## src/hw/sbk_defs.svh

```systemverilog
// Purpose: constants for the supply-check and buck1 control bank
// Assumes: 16-bit registers on a plain address/strobe port
// Notes: offsets are register indices on the port
`ifndef SBK_DEFS_SVH
`define SBK_DEFS_SVH
`define SBK_ADDR_W 8
`define SBK_OFF_SUPPLY_CFG 8'hB3
`define SBK_OFF_BUCK1_CTRL 8'hB4
`define SBK_OFF_BUCK1_TMO 8'hB5
`define SBK_OFF_IRQ_STATUS 8'hC0
`define SBK_OFF_IRQ_MASK 8'hC1
`define SBK_OFF_KEY 8'hC2
`define SBK_KEY_VALUE 16'hA5C3
`define SBK_LOW_ACT_BIT 14
`define SBK_HIB_USE_BIT 12
`define SBK_OFF_THR_HI 6
`define SBK_OFF_THR_LO 4
`define SBK_ON_THR_HI 2
`define SBK_ON_THR_LO 0
`define SBK_CAP_HI 15
`define SBK_CAP_LO 14
`define SBK_FLOAT_BIT 10
`define SBK_VSEL_HI 6
`define SBK_VSEL_LO 0
`define SBK_FACT_HI 15
`define SBK_FACT_LO 14
`define SBK_SLOT_HI 13
`define SBK_SLOT_LO 10
`define SBK_SUPPLY_CFG_RST 16'h0025
`define SBK_BUCK1_CTRL_RST 16'h000E
`define SBK_BUCK1_TMO_RST 16'h0000
`define SBK_SUPPLY_CFG_WMASK 16'h5077
`define SBK_BUCK1_CTRL_WMASK 16'hCC7F
`define SBK_BUCK1_TMO_WMASK 16'hFC00
`define SBK_THR_WMASK 16'h0077
`define SBK_VSEL_MAX 7'h66
`define SBK_THR_BASE_MV 2900
`define SBK_THR_STEP_MV 100
`define SBK_VOUT_BASE_MV 850
`define SBK_VOUT_STEP_MV 25
`endif

```

## src/hw/sbk_pkg.sv

```systemverilog
// Purpose: types for the supply-check and buck1 control bank
// Assumes: constants live in sbk_defs.svh
// Notes: none
package sbk_pkg;
    typedef enum logic [2:0] {
        SBK_RUN = 3'h1,
        SBK_UNLOCKED = 3'h2,
        SBK_TRIPPED = 3'h4
    } sbk_state_t;
    typedef enum logic [1:0] {
        SBK_FA_IGNORE = 2'h0,
        SBK_FA_CONV = 2'h1,
        SBK_FA_SYS = 2'h2,
        SBK_FA_SYS_RSV = 2'h3
    } sbk_fault_act_t;
endpackage : sbk_pkg

```

## src/hw/sbk_sync.sv

```systemverilog
// Purpose: two-flop synchroniser for one level
// Assumes: input is asynchronous to sys_clk_i
// Notes: first stage is read only by the second
`timescale 1ns/1ns
`default_nettype none
module sbk_sync (
    // Clock and reset
    input wire logic sys_clk_i,
    input wire logic reset_n_i,
    // Level
    input wire logic async_i,
    output logic sync_o
);
    logic [1:0] stage;
    always_ff @(posedge sys_clk_i or negedge reset_n_i) begin
        if (!reset_n_i) begin
            stage <= 2'h0;
        end else begin
            stage <= {stage[0], async_i};
        end
    end
    assign sync_o = stage[1];
endmodule : sbk_sync
`default_nettype wire

```

## src/hw/sbk_bank.sv

```systemverilog
// Purpose: supply-check comparator and buck1 control registers
// Assumes: comparator and fault inputs arrive from analogue, asynchronous
// Notes: state-machine reset returns fields to their fixed defaults
`timescale 1ns/1ns
`default_nettype none
`include "sbk_defs.svh"

// Behaviour
// - Supply below turn-off raises the critical interrupt, and a hard shutdown too when bit 14 is set.
// - Bit 12 keeps the comparator on in hibernate when 1 and unused there when 0.
// - The turn-off threshold is bits 6:4, default 010, 000 is 2.9V up to 111 at 3.6V.
// - The turn-on threshold is bits 2:0, default 101, same encoding as turn-off.
// - Threshold writes are ignored unless the security key has been written first.
// - Bits 15:14 of buck1 control select the output capacitor range, code 10 unused.
// - Bit 10 of buck1 control discharges the output on disable when 0, floats it when 1.
// - The voltage code is bits 6:0 in 25mV steps from 0.85V, topping at 3.4V at 1100110.
// - A buck1 fault always interrupts; bits 15:14 add nothing, converter or system shutdown.
// - Bits 13:10 pick the start slot: 0000 off, 1 to 14 slots, 1111 on entering active.
// - A state-machine reset returns the control and timeout fields to fixed defaults.
module sbk_bank
    import sbk_pkg::*;
(
    // Clock and reset
    input wire logic sys_clk_i,
    input wire logic reset_n_i,
    input wire logic sm_reset_i,
    // Register port
    input wire logic [7:0] reg_addr_i,
    input wire logic [15:0] reg_wdata_i,
    input wire logic reg_wr_i,
    input wire logic reg_rd_i,
    output logic [15:0] reg_rdata_o,
    // Analogue status
    input wire logic supply_low_i,
    input wire logic buck1_fault_i,
    input wire logic hibernate_i,
    // Controls to analogue and sequencer
    output logic comparator_enable_o,
    output logic [2:0] turn_off_threshold_o,
    output logic [2:0] turn_on_threshold_o,
    output logic [11:0] turn_off_mv_o,
    output logic [11:0] turn_on_mv_o,
    output logic [1:0] buck1_cap_range_o,
    output logic buck1_discharge_o,
    output logic [6:0] buck1_voltage_code_o,
    output logic [11:0] buck1_target_mv_o,
    output logic [3:0] buck1_startup_slot_o,
    output logic buck1_never_start_o,
    output logic buck1_start_on_active_o,
    output logic hard_shutdown_o,
    output logic buck1_shutdown_o,
    // Interrupt
    output logic irq_o
);
    // ----------------------------------------------------------------
    // State
    // ----------------------------------------------------------------
    typedef struct packed {
        sbk_state_t fsm;
        logic [15:0] supply_cfg;
        logic [15:0] ctrl;
        logic [15:0] tmo;
        logic [1:0] status;
        logic [1:0] mask;
        logic low_d;
        logic fault_d;
        logic hard_sd;
        logic conv_sd;
        logic [15:0] rdata;
    } sbk_regs_t;

    sbk_regs_t r;
    sbk_regs_t next_r;
    logic low_s;
    logic fault_s;

    // ----------------------------------------------------------------
    // Synchronisers
    // ----------------------------------------------------------------
    sbk_sync u_low_sync (
        .sys_clk_i(sys_clk_i),
        .reset_n_i(reset_n_i),
        .async_i(supply_low_i),
        .sync_o(low_s)
    );
    sbk_sync u_fault_sync (
        .sys_clk_i(sys_clk_i),
        .reset_n_i(reset_n_i),
        .async_i(buck1_fault_i),
        .sync_o(fault_s)
    );

    // ----------------------------------------------------------------
    // Next state
    // ----------------------------------------------------------------
    logic low_rise;
    logic fault_rise;
    logic comp_on;
    logic [15:0] wmask;
    assign comp_on = !hibernate_i || r.supply_cfg[`SBK_HIB_USE_BIT];
    // Masking the edge when the comparator is off avoids a spurious trip in hibernate
    assign low_rise = low_s && !r.low_d && comp_on;
    assign fault_rise = fault_s && !r.fault_d;

    always_comb begin
        next_r = r;
        next_r.low_d = low_s;
        next_r.fault_d = fault_s;
        next_r.rdata = 16'h0000;
        wmask = `SBK_SUPPLY_CFG_WMASK;
        // Key is single-use: the next register write of any kind re-locks, reads do not
        if (r.fsm != SBK_UNLOCKED) begin
            wmask = `SBK_SUPPLY_CFG_WMASK & ~`SBK_THR_WMASK;
        end
        if (reg_wr_i) begin
            case (reg_addr_i)
                `SBK_OFF_SUPPLY_CFG: begin
                    next_r.supply_cfg = (r.supply_cfg & ~wmask) | (reg_wdata_i & wmask);
                end
                `SBK_OFF_BUCK1_CTRL: begin
                    next_r.ctrl = reg_wdata_i & `SBK_BUCK1_CTRL_WMASK;
                    if (reg_wdata_i[`SBK_VSEL_HI:`SBK_VSEL_LO] > `SBK_VSEL_MAX) begin
                        next_r.ctrl[`SBK_VSEL_HI:`SBK_VSEL_LO] = `SBK_VSEL_MAX;
                    end
                end
                `SBK_OFF_BUCK1_TMO: begin
                    next_r.tmo = reg_wdata_i & `SBK_BUCK1_TMO_WMASK;
                end
                `SBK_OFF_IRQ_STATUS: begin
                    next_r.status = r.status & ~reg_wdata_i[1:0];
                end
                `SBK_OFF_IRQ_MASK: begin
                    next_r.mask = reg_wdata_i[1:0];
                end
                default: begin
                end
            endcase
        end
        // State machine: key unlocks one following threshold write
        case (r.fsm)
            SBK_RUN: begin
                if (reg_wr_i && reg_addr_i == `SBK_OFF_KEY
                    && reg_wdata_i == `SBK_KEY_VALUE) begin
                    next_r.fsm = SBK_UNLOCKED;
                end
            end
            SBK_UNLOCKED: begin
                if (reg_wr_i) begin
                    next_r.fsm = SBK_RUN;
                end
            end
            SBK_TRIPPED: begin
                // Hard shutdown holds until the power state machine resets
            end
            default: begin
                next_r.fsm = SBK_RUN;
            end
        endcase
        // Events set after clear so a simultaneous event wins
        if (low_rise) begin
            next_r.status[0] = 1'b1;
            if (r.supply_cfg[`SBK_LOW_ACT_BIT]) begin
                next_r.hard_sd = 1'b1;
                next_r.fsm = SBK_TRIPPED;
            end
        end
        if (fault_rise) begin
            next_r.status[1] = 1'b1;
            case (sbk_fault_act_t'(r.tmo[`SBK_FACT_HI:`SBK_FACT_LO]))
                SBK_FA_IGNORE: begin
                end
                SBK_FA_CONV: begin
                    next_r.conv_sd = 1'b1;
                end
                default: begin
                    next_r.hard_sd = 1'b1;
                    next_r.fsm = SBK_TRIPPED;
                end
            endcase
        end
        if (reg_rd_i) begin
            case (reg_addr_i)
                `SBK_OFF_SUPPLY_CFG: next_r.rdata = r.supply_cfg;
                `SBK_OFF_BUCK1_CTRL: next_r.rdata = r.ctrl;
                `SBK_OFF_BUCK1_TMO: next_r.rdata = r.tmo;
                `SBK_OFF_IRQ_STATUS: next_r.rdata = {14'h0000, r.status};
                `SBK_OFF_IRQ_MASK: next_r.rdata = {14'h0000, r.mask};
                `SBK_OFF_KEY: next_r.rdata = {15'h0000, r.fsm == SBK_UNLOCKED};
                default: next_r.rdata = 16'h0000;
            endcase
        end
        if (sm_reset_i) begin
            next_r.supply_cfg = `SBK_SUPPLY_CFG_RST;
            next_r.ctrl = `SBK_BUCK1_CTRL_RST;
            next_r.tmo = `SBK_BUCK1_TMO_RST;
            next_r.hard_sd = 1'b0;
            next_r.conv_sd = 1'b0;
            next_r.fsm = SBK_RUN;
        end
    end

    // ----------------------------------------------------------------
    // Registers
    // ----------------------------------------------------------------
    always_ff @(posedge sys_clk_i or negedge reset_n_i) begin
        if (!reset_n_i) begin
            r <= '{fsm: SBK_RUN, supply_cfg: `SBK_SUPPLY_CFG_RST,
                   ctrl: `SBK_BUCK1_CTRL_RST, tmo: `SBK_BUCK1_TMO_RST,
                   status: 2'h0, mask: 2'h0, low_d: 1'b0, fault_d: 1'b0,
                   hard_sd: 1'b0, conv_sd: 1'b0, rdata: 16'h0000};
        end else begin
            r <= next_r;
        end
    end

    // ----------------------------------------------------------------
    // Outputs
    // ----------------------------------------------------------------
    assign reg_rdata_o = r.rdata;
    assign comparator_enable_o = comp_on;
    assign turn_off_threshold_o = r.supply_cfg[`SBK_OFF_THR_HI:`SBK_OFF_THR_LO];
    assign turn_on_threshold_o = r.supply_cfg[`SBK_ON_THR_HI:`SBK_ON_THR_LO];
    assign turn_off_mv_o = 12'(`SBK_THR_BASE_MV + `SBK_THR_STEP_MV * turn_off_threshold_o);
    assign turn_on_mv_o = 12'(`SBK_THR_BASE_MV + `SBK_THR_STEP_MV * turn_on_threshold_o);
    assign buck1_cap_range_o = r.ctrl[`SBK_CAP_HI:`SBK_CAP_LO];
    assign buck1_discharge_o = !r.ctrl[`SBK_FLOAT_BIT];
    assign buck1_voltage_code_o = r.ctrl[`SBK_VSEL_HI:`SBK_VSEL_LO];
    assign buck1_target_mv_o = 12'(`SBK_VOUT_BASE_MV
                                   + `SBK_VOUT_STEP_MV * buck1_voltage_code_o);
    assign buck1_startup_slot_o = r.tmo[`SBK_SLOT_HI:`SBK_SLOT_LO];
    assign buck1_never_start_o = buck1_startup_slot_o == 4'h0;
    assign buck1_start_on_active_o = buck1_startup_slot_o == 4'hF;
    assign hard_shutdown_o = r.hard_sd;
    assign buck1_shutdown_o = r.conv_sd;
    assign irq_o = |(r.status & r.mask);
endmodule : sbk_bank
`default_nettype wire

```

## config.mk

```make
export PLATFORM = sky130hd
export DESIGN_NAME = sbk_bank
export DESIGN_NICKNAME = d
export VERILOG_FILES = /design/src/hw/sbk_pkg.sv /design/src/hw/sbk_sync.sv /design/src/hw/sbk_bank.sv
export VERILOG_INCLUDE_DIRS = /design/src /design/src/hw
export SDC_FILE = /design/constraint.sdc
export NUM_CORES = 1
export LEC_CHECK = 0
export BUFFER_PORTS_ARGS = -buffer_cell sky130_fd_sc_hd__buf_2
export CAP_MARGIN = 20
export CORE_AREA = 2 2 89 100
export CTS_BUF_LIST = sky130_fd_sc_hd__clkbuf_16
export DETAILED_ROUTE_END_ITERATION = 7
export DIE_AREA = 0 0 91 102
export PLACE_DENSITY = 0.82
export SYNTH_ARGS = -nofsm -noshare
export SYNTH_HDL_FRONTEND = slang
export SYNTH_SLANG_ARGS = --single-unit
```

## constraint.sdc

```tcl
create_clock -name sys_clk_i -period 3.3 [get_ports sys_clk_i]
set_clock_uncertainty 0.05 [all_clocks]
set_input_delay 0.495 -clock sys_clk_i [delete_from_list [all_inputs] [get_ports sys_clk_i]]
set_output_delay 0.495 -clock sys_clk_i [all_outputs]
set_load 0.05 [all_outputs]
```

==> metrics.txt <==
# TYPE chip_impl_metric gauge
chip_impl_metric{name="multi_input_area",unit="mm^2"} 0.00231
chip_impl_metric{name="maximum_number_of_pins_on_one_net_before_global_route_repair",unit=""} 53
chip_impl_metric{name="number_of_port_buffers",unit=""} 103
chip_impl_metric{name="design.portCount",unit=""} 110
chip_impl_metric{name="grt_antenna_before_repair",unit=""} 0
chip_impl_metric{name="post-route-drc-count",unit=""} 0
chip_impl_info{name="crit_path_end_kind",value="primary output"} 1
chip_impl_metric{name="track_usage",unit="%"} 20.7
chip_impl_metric{name="finalHoldViolCount",unit=""} 0
chip_impl_metric{name="vias",unit=""} 3207
chip_impl_metric{name="total_core_area",unit="mm^2"} 0.00823
chip_impl_metric{name="path_max_fanout",unit=""} 2
chip_impl_metric{name="wirelength_routed",unit="um"} 9930
chip_impl_metric{name="place.gp.congestion",unit=""} 0.878
chip_impl_info{name="clk_root_buffer_cell",value="sky130_fd_sc_hd__clkbuf_16"} 1
chip_impl_metric{name="worst_slack",unit="ns"} -0.593
chip_impl_metric{name="post-place-ws",unit="ns"} -0.508
chip_impl_metric{name="layout.nets",unit=""} 555
chip_impl_metric{name="ratio_of_total_power_to_cell_area",unit="mW/mm^2"} 268
chip_impl_metric{name="effective_utilization_at_floorplan",unit="%"} 47.0
chip_impl_metric{name="final-setup-viol-count",unit=""} 6
chip_impl_info{name="worst_setup_path_startpoint",value="buck1_voltage_code_o[1]"} 1
chip_impl_metric{name="crit_required",unit="ns"} 2.75
chip_impl_metric{name="synthDistinctLibCells",unit=""} 62
chip_impl_info{name="path_class",value="flip-flop to primary output"} 1
chip_impl_metric{name="cp_data_arrival_time",unit="ns"} 3.35
chip_impl_info{name="worst_r2r_startpoint",value="r[73]"} 1
chip_impl_metric{name="ys_ff_latch",unit=""} 54
chip_impl_metric{name="max_slew_margin",unit="%"} 48.0
chip_impl_metric{name="chipWidth",unit="um"} 91
chip_impl_metric{name="drv.max_cap_violation_count",unit=""} 0
chip_impl_metric{name="cts_buffer_depth",unit=""} 2
chip_impl_info{name="tritoncts_clock_tree",value="yes"} 1
chip_impl_metric{name="slew_violations",unit=""} 0
chip_impl_info{name="critPathLaunchType",value="flip-flop"} 1
chip_impl_metric{name="detailedPlacementHpwl",unit="um"} 7260
chip_impl_info{name="postSynth.topFlopCell",value="sky130_fd_sc_hd__dfrtp_1"} 1
chip_impl_info{name="hold_class",value="input pin to async pin"} 1
chip_impl_metric{name="period_needed",unit="ns"} 3.89
chip_impl_metric{name="num_rows",unit=""} 35
chip_impl_metric{name="detail_route.iter0.violations",unit=""} 307
chip_impl_metric{name="worst-slew-pin-transition",unit="ns"} 0.773
chip_impl_metric{name="htree_num_levels",unit=""} 2
chip_impl_metric{name="die_y",unit="um"} 102
chip_impl_metric{name="met3_usage",unit="%"} 2.95
chip_impl_metric{name="final.period_utilization",unit="%"} 118
chip_impl_metric{name="viasPerCell",unit=""} 5.44
chip_impl_metric{name="synth.cell_area",unit="mm^2"} 0.00387
chip_impl_metric{name="fillCellCount",unit=""} 702
chip_impl_metric{name="syn2layout_area_growth",unit="%"} 26.7
chip_impl_metric{name="syn_area_per_cell",unit="um^2"} 10.1
chip_impl_metric{name="grtUsageMet2",unit="%"} 38.5
chip_impl_metric{name="synth_seq_area_share",unit="%"} 35.1
chip_impl_metric{name="grt-ovfl-total",unit=""} 0
chip_impl_info{name="grt.busiest_layer",value="met2"} 1
chip_impl_metric{name="clkLatencyLatePin",unit="ns"} 0.29
chip_impl_metric{name="path_clk_slew",unit="ns"} 0.07
chip_impl_metric{name="final_routed_wire_length_divided_by_cell_count",unit="um"} 16.9
chip_impl_metric{name="async_flop_share",unit="%"} 100
chip_impl_info{name="violated_checks",value="setup timing"} 1
chip_impl_metric{name="synth_edf_count",unit=""} 0
chip_impl_metric{name="clkSinkCount",unit=""} 54
chip_impl_metric{name="first_pass_iters",unit=""} 5
chip_impl_metric{name="synth_cells",unit=""} 384
chip_impl_info{name="run_status",value="complete, but fails checks"} 1
chip_impl_metric{name="grt_pass1_vias",unit=""} 3172
chip_impl_metric{name="antenna_cells",unit=""} 0
chip_impl_metric{name="layout_cells_sized_above_1",unit="%"} 40.2
chip_impl_metric{name="fp.dieArea",unit="mm^2"} 0.00928
chip_impl_metric{name="total_leakage_power",unit="nW"} 2.33
chip_impl_metric{name="max-vdd-ir-drop",unit="mV"} 0.179
chip_impl_metric{name="grt_pass1_wl",unit="um"} 15400
chip_impl_metric{name="max_freq",unit="MHz"} 257
chip_impl_metric{name="yosysWarningCount",unit=""} 0
chip_impl_metric{name="hold_slack",unit="ns"} 0.0656
chip_impl_metric{name="grtUsageMet1",unit="%"} 24.6
chip_impl_metric{name="route.antenna.remaining_nets",unit=""} 0
chip_impl_metric{name="regArea",unit="mm^2"} 0.00136
chip_impl_metric{name="cts_buffers",unit=""} 5
chip_impl_info{name="grt_setup_unrepaired",value="yes"} 1
## worst max-delay path, cell delays in order, from the launching register on
cell,delay (ns)
sky130_fd_sc_hd__dfstp_2,0.57
sky130_fd_sc_hd__buf_6,0.11
sky130_fd_sc_hd__ha_4,0.13
sky130_fd_sc_hd__inv_2,0.03
sky130_fd_sc_hd__fa_1,0.51
sky130_fd_sc_hd__inv_2,0.05
sky130_fd_sc_hd__ha_4,0.24
sky130_fd_sc_hd__ha_4,0.24
sky130_fd_sc_hd__a21o_1,0.19
sky130_fd_sc_hd__a221o_1,0.37
sky130_fd_sc_hd__o41ai_4,0.28
sky130_fd_sc_hd__xnor2_2,0.16
sky130_fd_sc_hd__buf_6,0.18
## flip-flops by register name, indices dropped and copies added (netlist names)
register	count
u_fault_sync.stage	2
turn_off_threshold_o	3
reg_rdata_o	14
buck1_cap_range_o	2
turn_on_threshold_o	3
buck1_shutdown_o	1
hard_shutdown_o	1
buck1_startup_slot_o	4
u_low_sync.stage	2
buck1_voltage_code_o	7
r	15
## cells in the mapped netlist (all sizes together) (2+ instances only)
cell / count / area, um^2
a211oi: 2 / 15.0
nor4: 6 / 58.8
mux2: 4 / 45.0
o211ai: 3 / 22.5
nand3b: 2 / 15.0
or3b: 2 / 17.5
xnor2: 16 / 140
a31oi: 5 / 31.3
nand4: 4 / 25.0
o21a: 3 / 22.5
nor2b: 4 / 25.0
nor2: 24 / 90.1
nand4b: 2 / 32.5
dfrtp: 47 / 1180
or3: 2 / 12.5
nor3: 14 / 81.3
nand2b: 4 / 27.5
nand3: 5 / 25.0
mux2i: 12 / 120
a32oi: 3 / 26.3
a2bb2oi: 3 / 26.3
and4: 2 / 17.5
fa: 3 / 60.1
a21oi: 8 / 40.0
a21o: 4 / 30.0
ha: 42 / 526
a22o: 9 / 78.8
nor4b: 2 / 32.5
inv: 32 / 120
o21ai: 6 / 30.0
buf: 48 / 345
and3: 7 / 43.8
xor2: 3 / 26.3
clkbuf: 4 / 15.0
conb: 2 / 7.51
nand2: 11 / 41.3
a22oi: 10 / 75.1
dfstp: 7 / 184
## stage by stage
| step | setup TNS, ns | total power, mW | cell area [um^2] | instances | utilization, % |
|---|---|---|---|---|---|
| 4_1_cts | -2.43 | 1.32 | 4840 | 589 | 58.8 |
| 3_5_place_dp | -1.37 | 0.815 | 4490 | 577 | 54.5 |
| 6_report | -2.01 | 1.31 | 4900 | 589 | 59.6 |
| 5_1_grt | -2.56 | 1.36 | 4900 | 589 | 59.6 |
| 3_3_place_gp | -0.986 | 0.812 | 4490 | 577 | 54.5 |
| 2_1_floorplan | -1.56 | 0.765 | 4000 | 389 | - |
## layout make-up
cell class | count | area share [%]
multi-input combinational | 251 | 47.1
clock inverter | 2 | 0.281
inverter | 32 | 2.53
timing repair buffer | 134 | 17.0
clock buffer | 5 | 2.55
sequential | 54 | 27.7
tap | 111 | 2.83
## repair_timing
action | in CTS | in global routing
setup buffers | 6 | 1
setup endpoints to repair | 6 | 7
pin swaps | 10 | 8
hold endpoints to repair | 0 | 0
hold buffers | 0 | 0
resized for setup | 38 | 10
## logic make-up (layout without fill, tap and decap cells)
| logic type | after synthesis | count (layout) | share of synthesized area [%] |
|---|---|---|---|
| mux | 16 | 16 | 4.27 |
| compound gates | 65 | 65 | 12.6 |
| buf+inv | 84 | 173 | 12.4 |
| simple gates | 99 | 99 | 16.0 |
| flops | 54 | 54 | 35.1 |
| xor+xnor | 19 | 19 | 4.30 |
| fa+ha+maj | 45 | 45 | 15.1 |
| other cells | 2 | 7 | 0.194 |
## layout by cell type, fill, tap and decap left out, types with 11 or more instances in the layout
| cell | n |
|---|---|
| sky130_fd_sc_hd__ha_1 | 32 |
| sky130_fd_sc_hd__nor2_1 | 23 |
| sky130_fd_sc_hd__inv_1 | 26 |
| sky130_fd_sc_hd__dfrtp_1 | 47 |
| sky130_fd_sc_hd__buf_4 | 23 |
| sky130_fd_sc_hd__nor3_1 | 13 |
| sky130_fd_sc_hd__mux2i_1 | 11 |
| sky130_fd_sc_hd__xnor2_1 | 11 |
| sky130_fd_sc_hd__buf_2 | 96 |
| sky130_fd_sc_hd__buf_6 | 13 |
## path summary, 6_finish.rpt
| check | depth (start not counted) | slack (ns) | to |
|---|---|---|---|
| max | 12 | -0.59 | buck1_target_mv_o[11] |
| min | 1 | 0.07 | reg_rdata_o[13] |
| max reg2reg | 4 | 1.41 | turn_off_threshold_o[0] |
| min reg2reg | 0 | 0.30 | u_fault_sync.stage[1] |
| max in group asynchronous | 3 | 2.40 | buck1_voltage_code_o[3] |
| min in group sys_clk_i | 1 | 0.26 | u_low_sync.stage[0] |
## layer usage
metal | up-vias | wire, um
li1 | 1509 | -
met1 | 1543 | 3970
met2 | 137 | 5250
met3 | 18 | 501
met4 | 0 | 204
met5 | - | 0
## power breakdown
group          leakage (nW)  total [mW]  switching (mW)  internal [mW]
Sequential            0.704       0.671         0.00312          0.668
Combinational          1.56       0.138          0.0988         0.0397
Clock                0.0701       0.505           0.227          0.278
Total                  2.33        1.31           0.329          0.986
(Power assumes the default switching activity.)
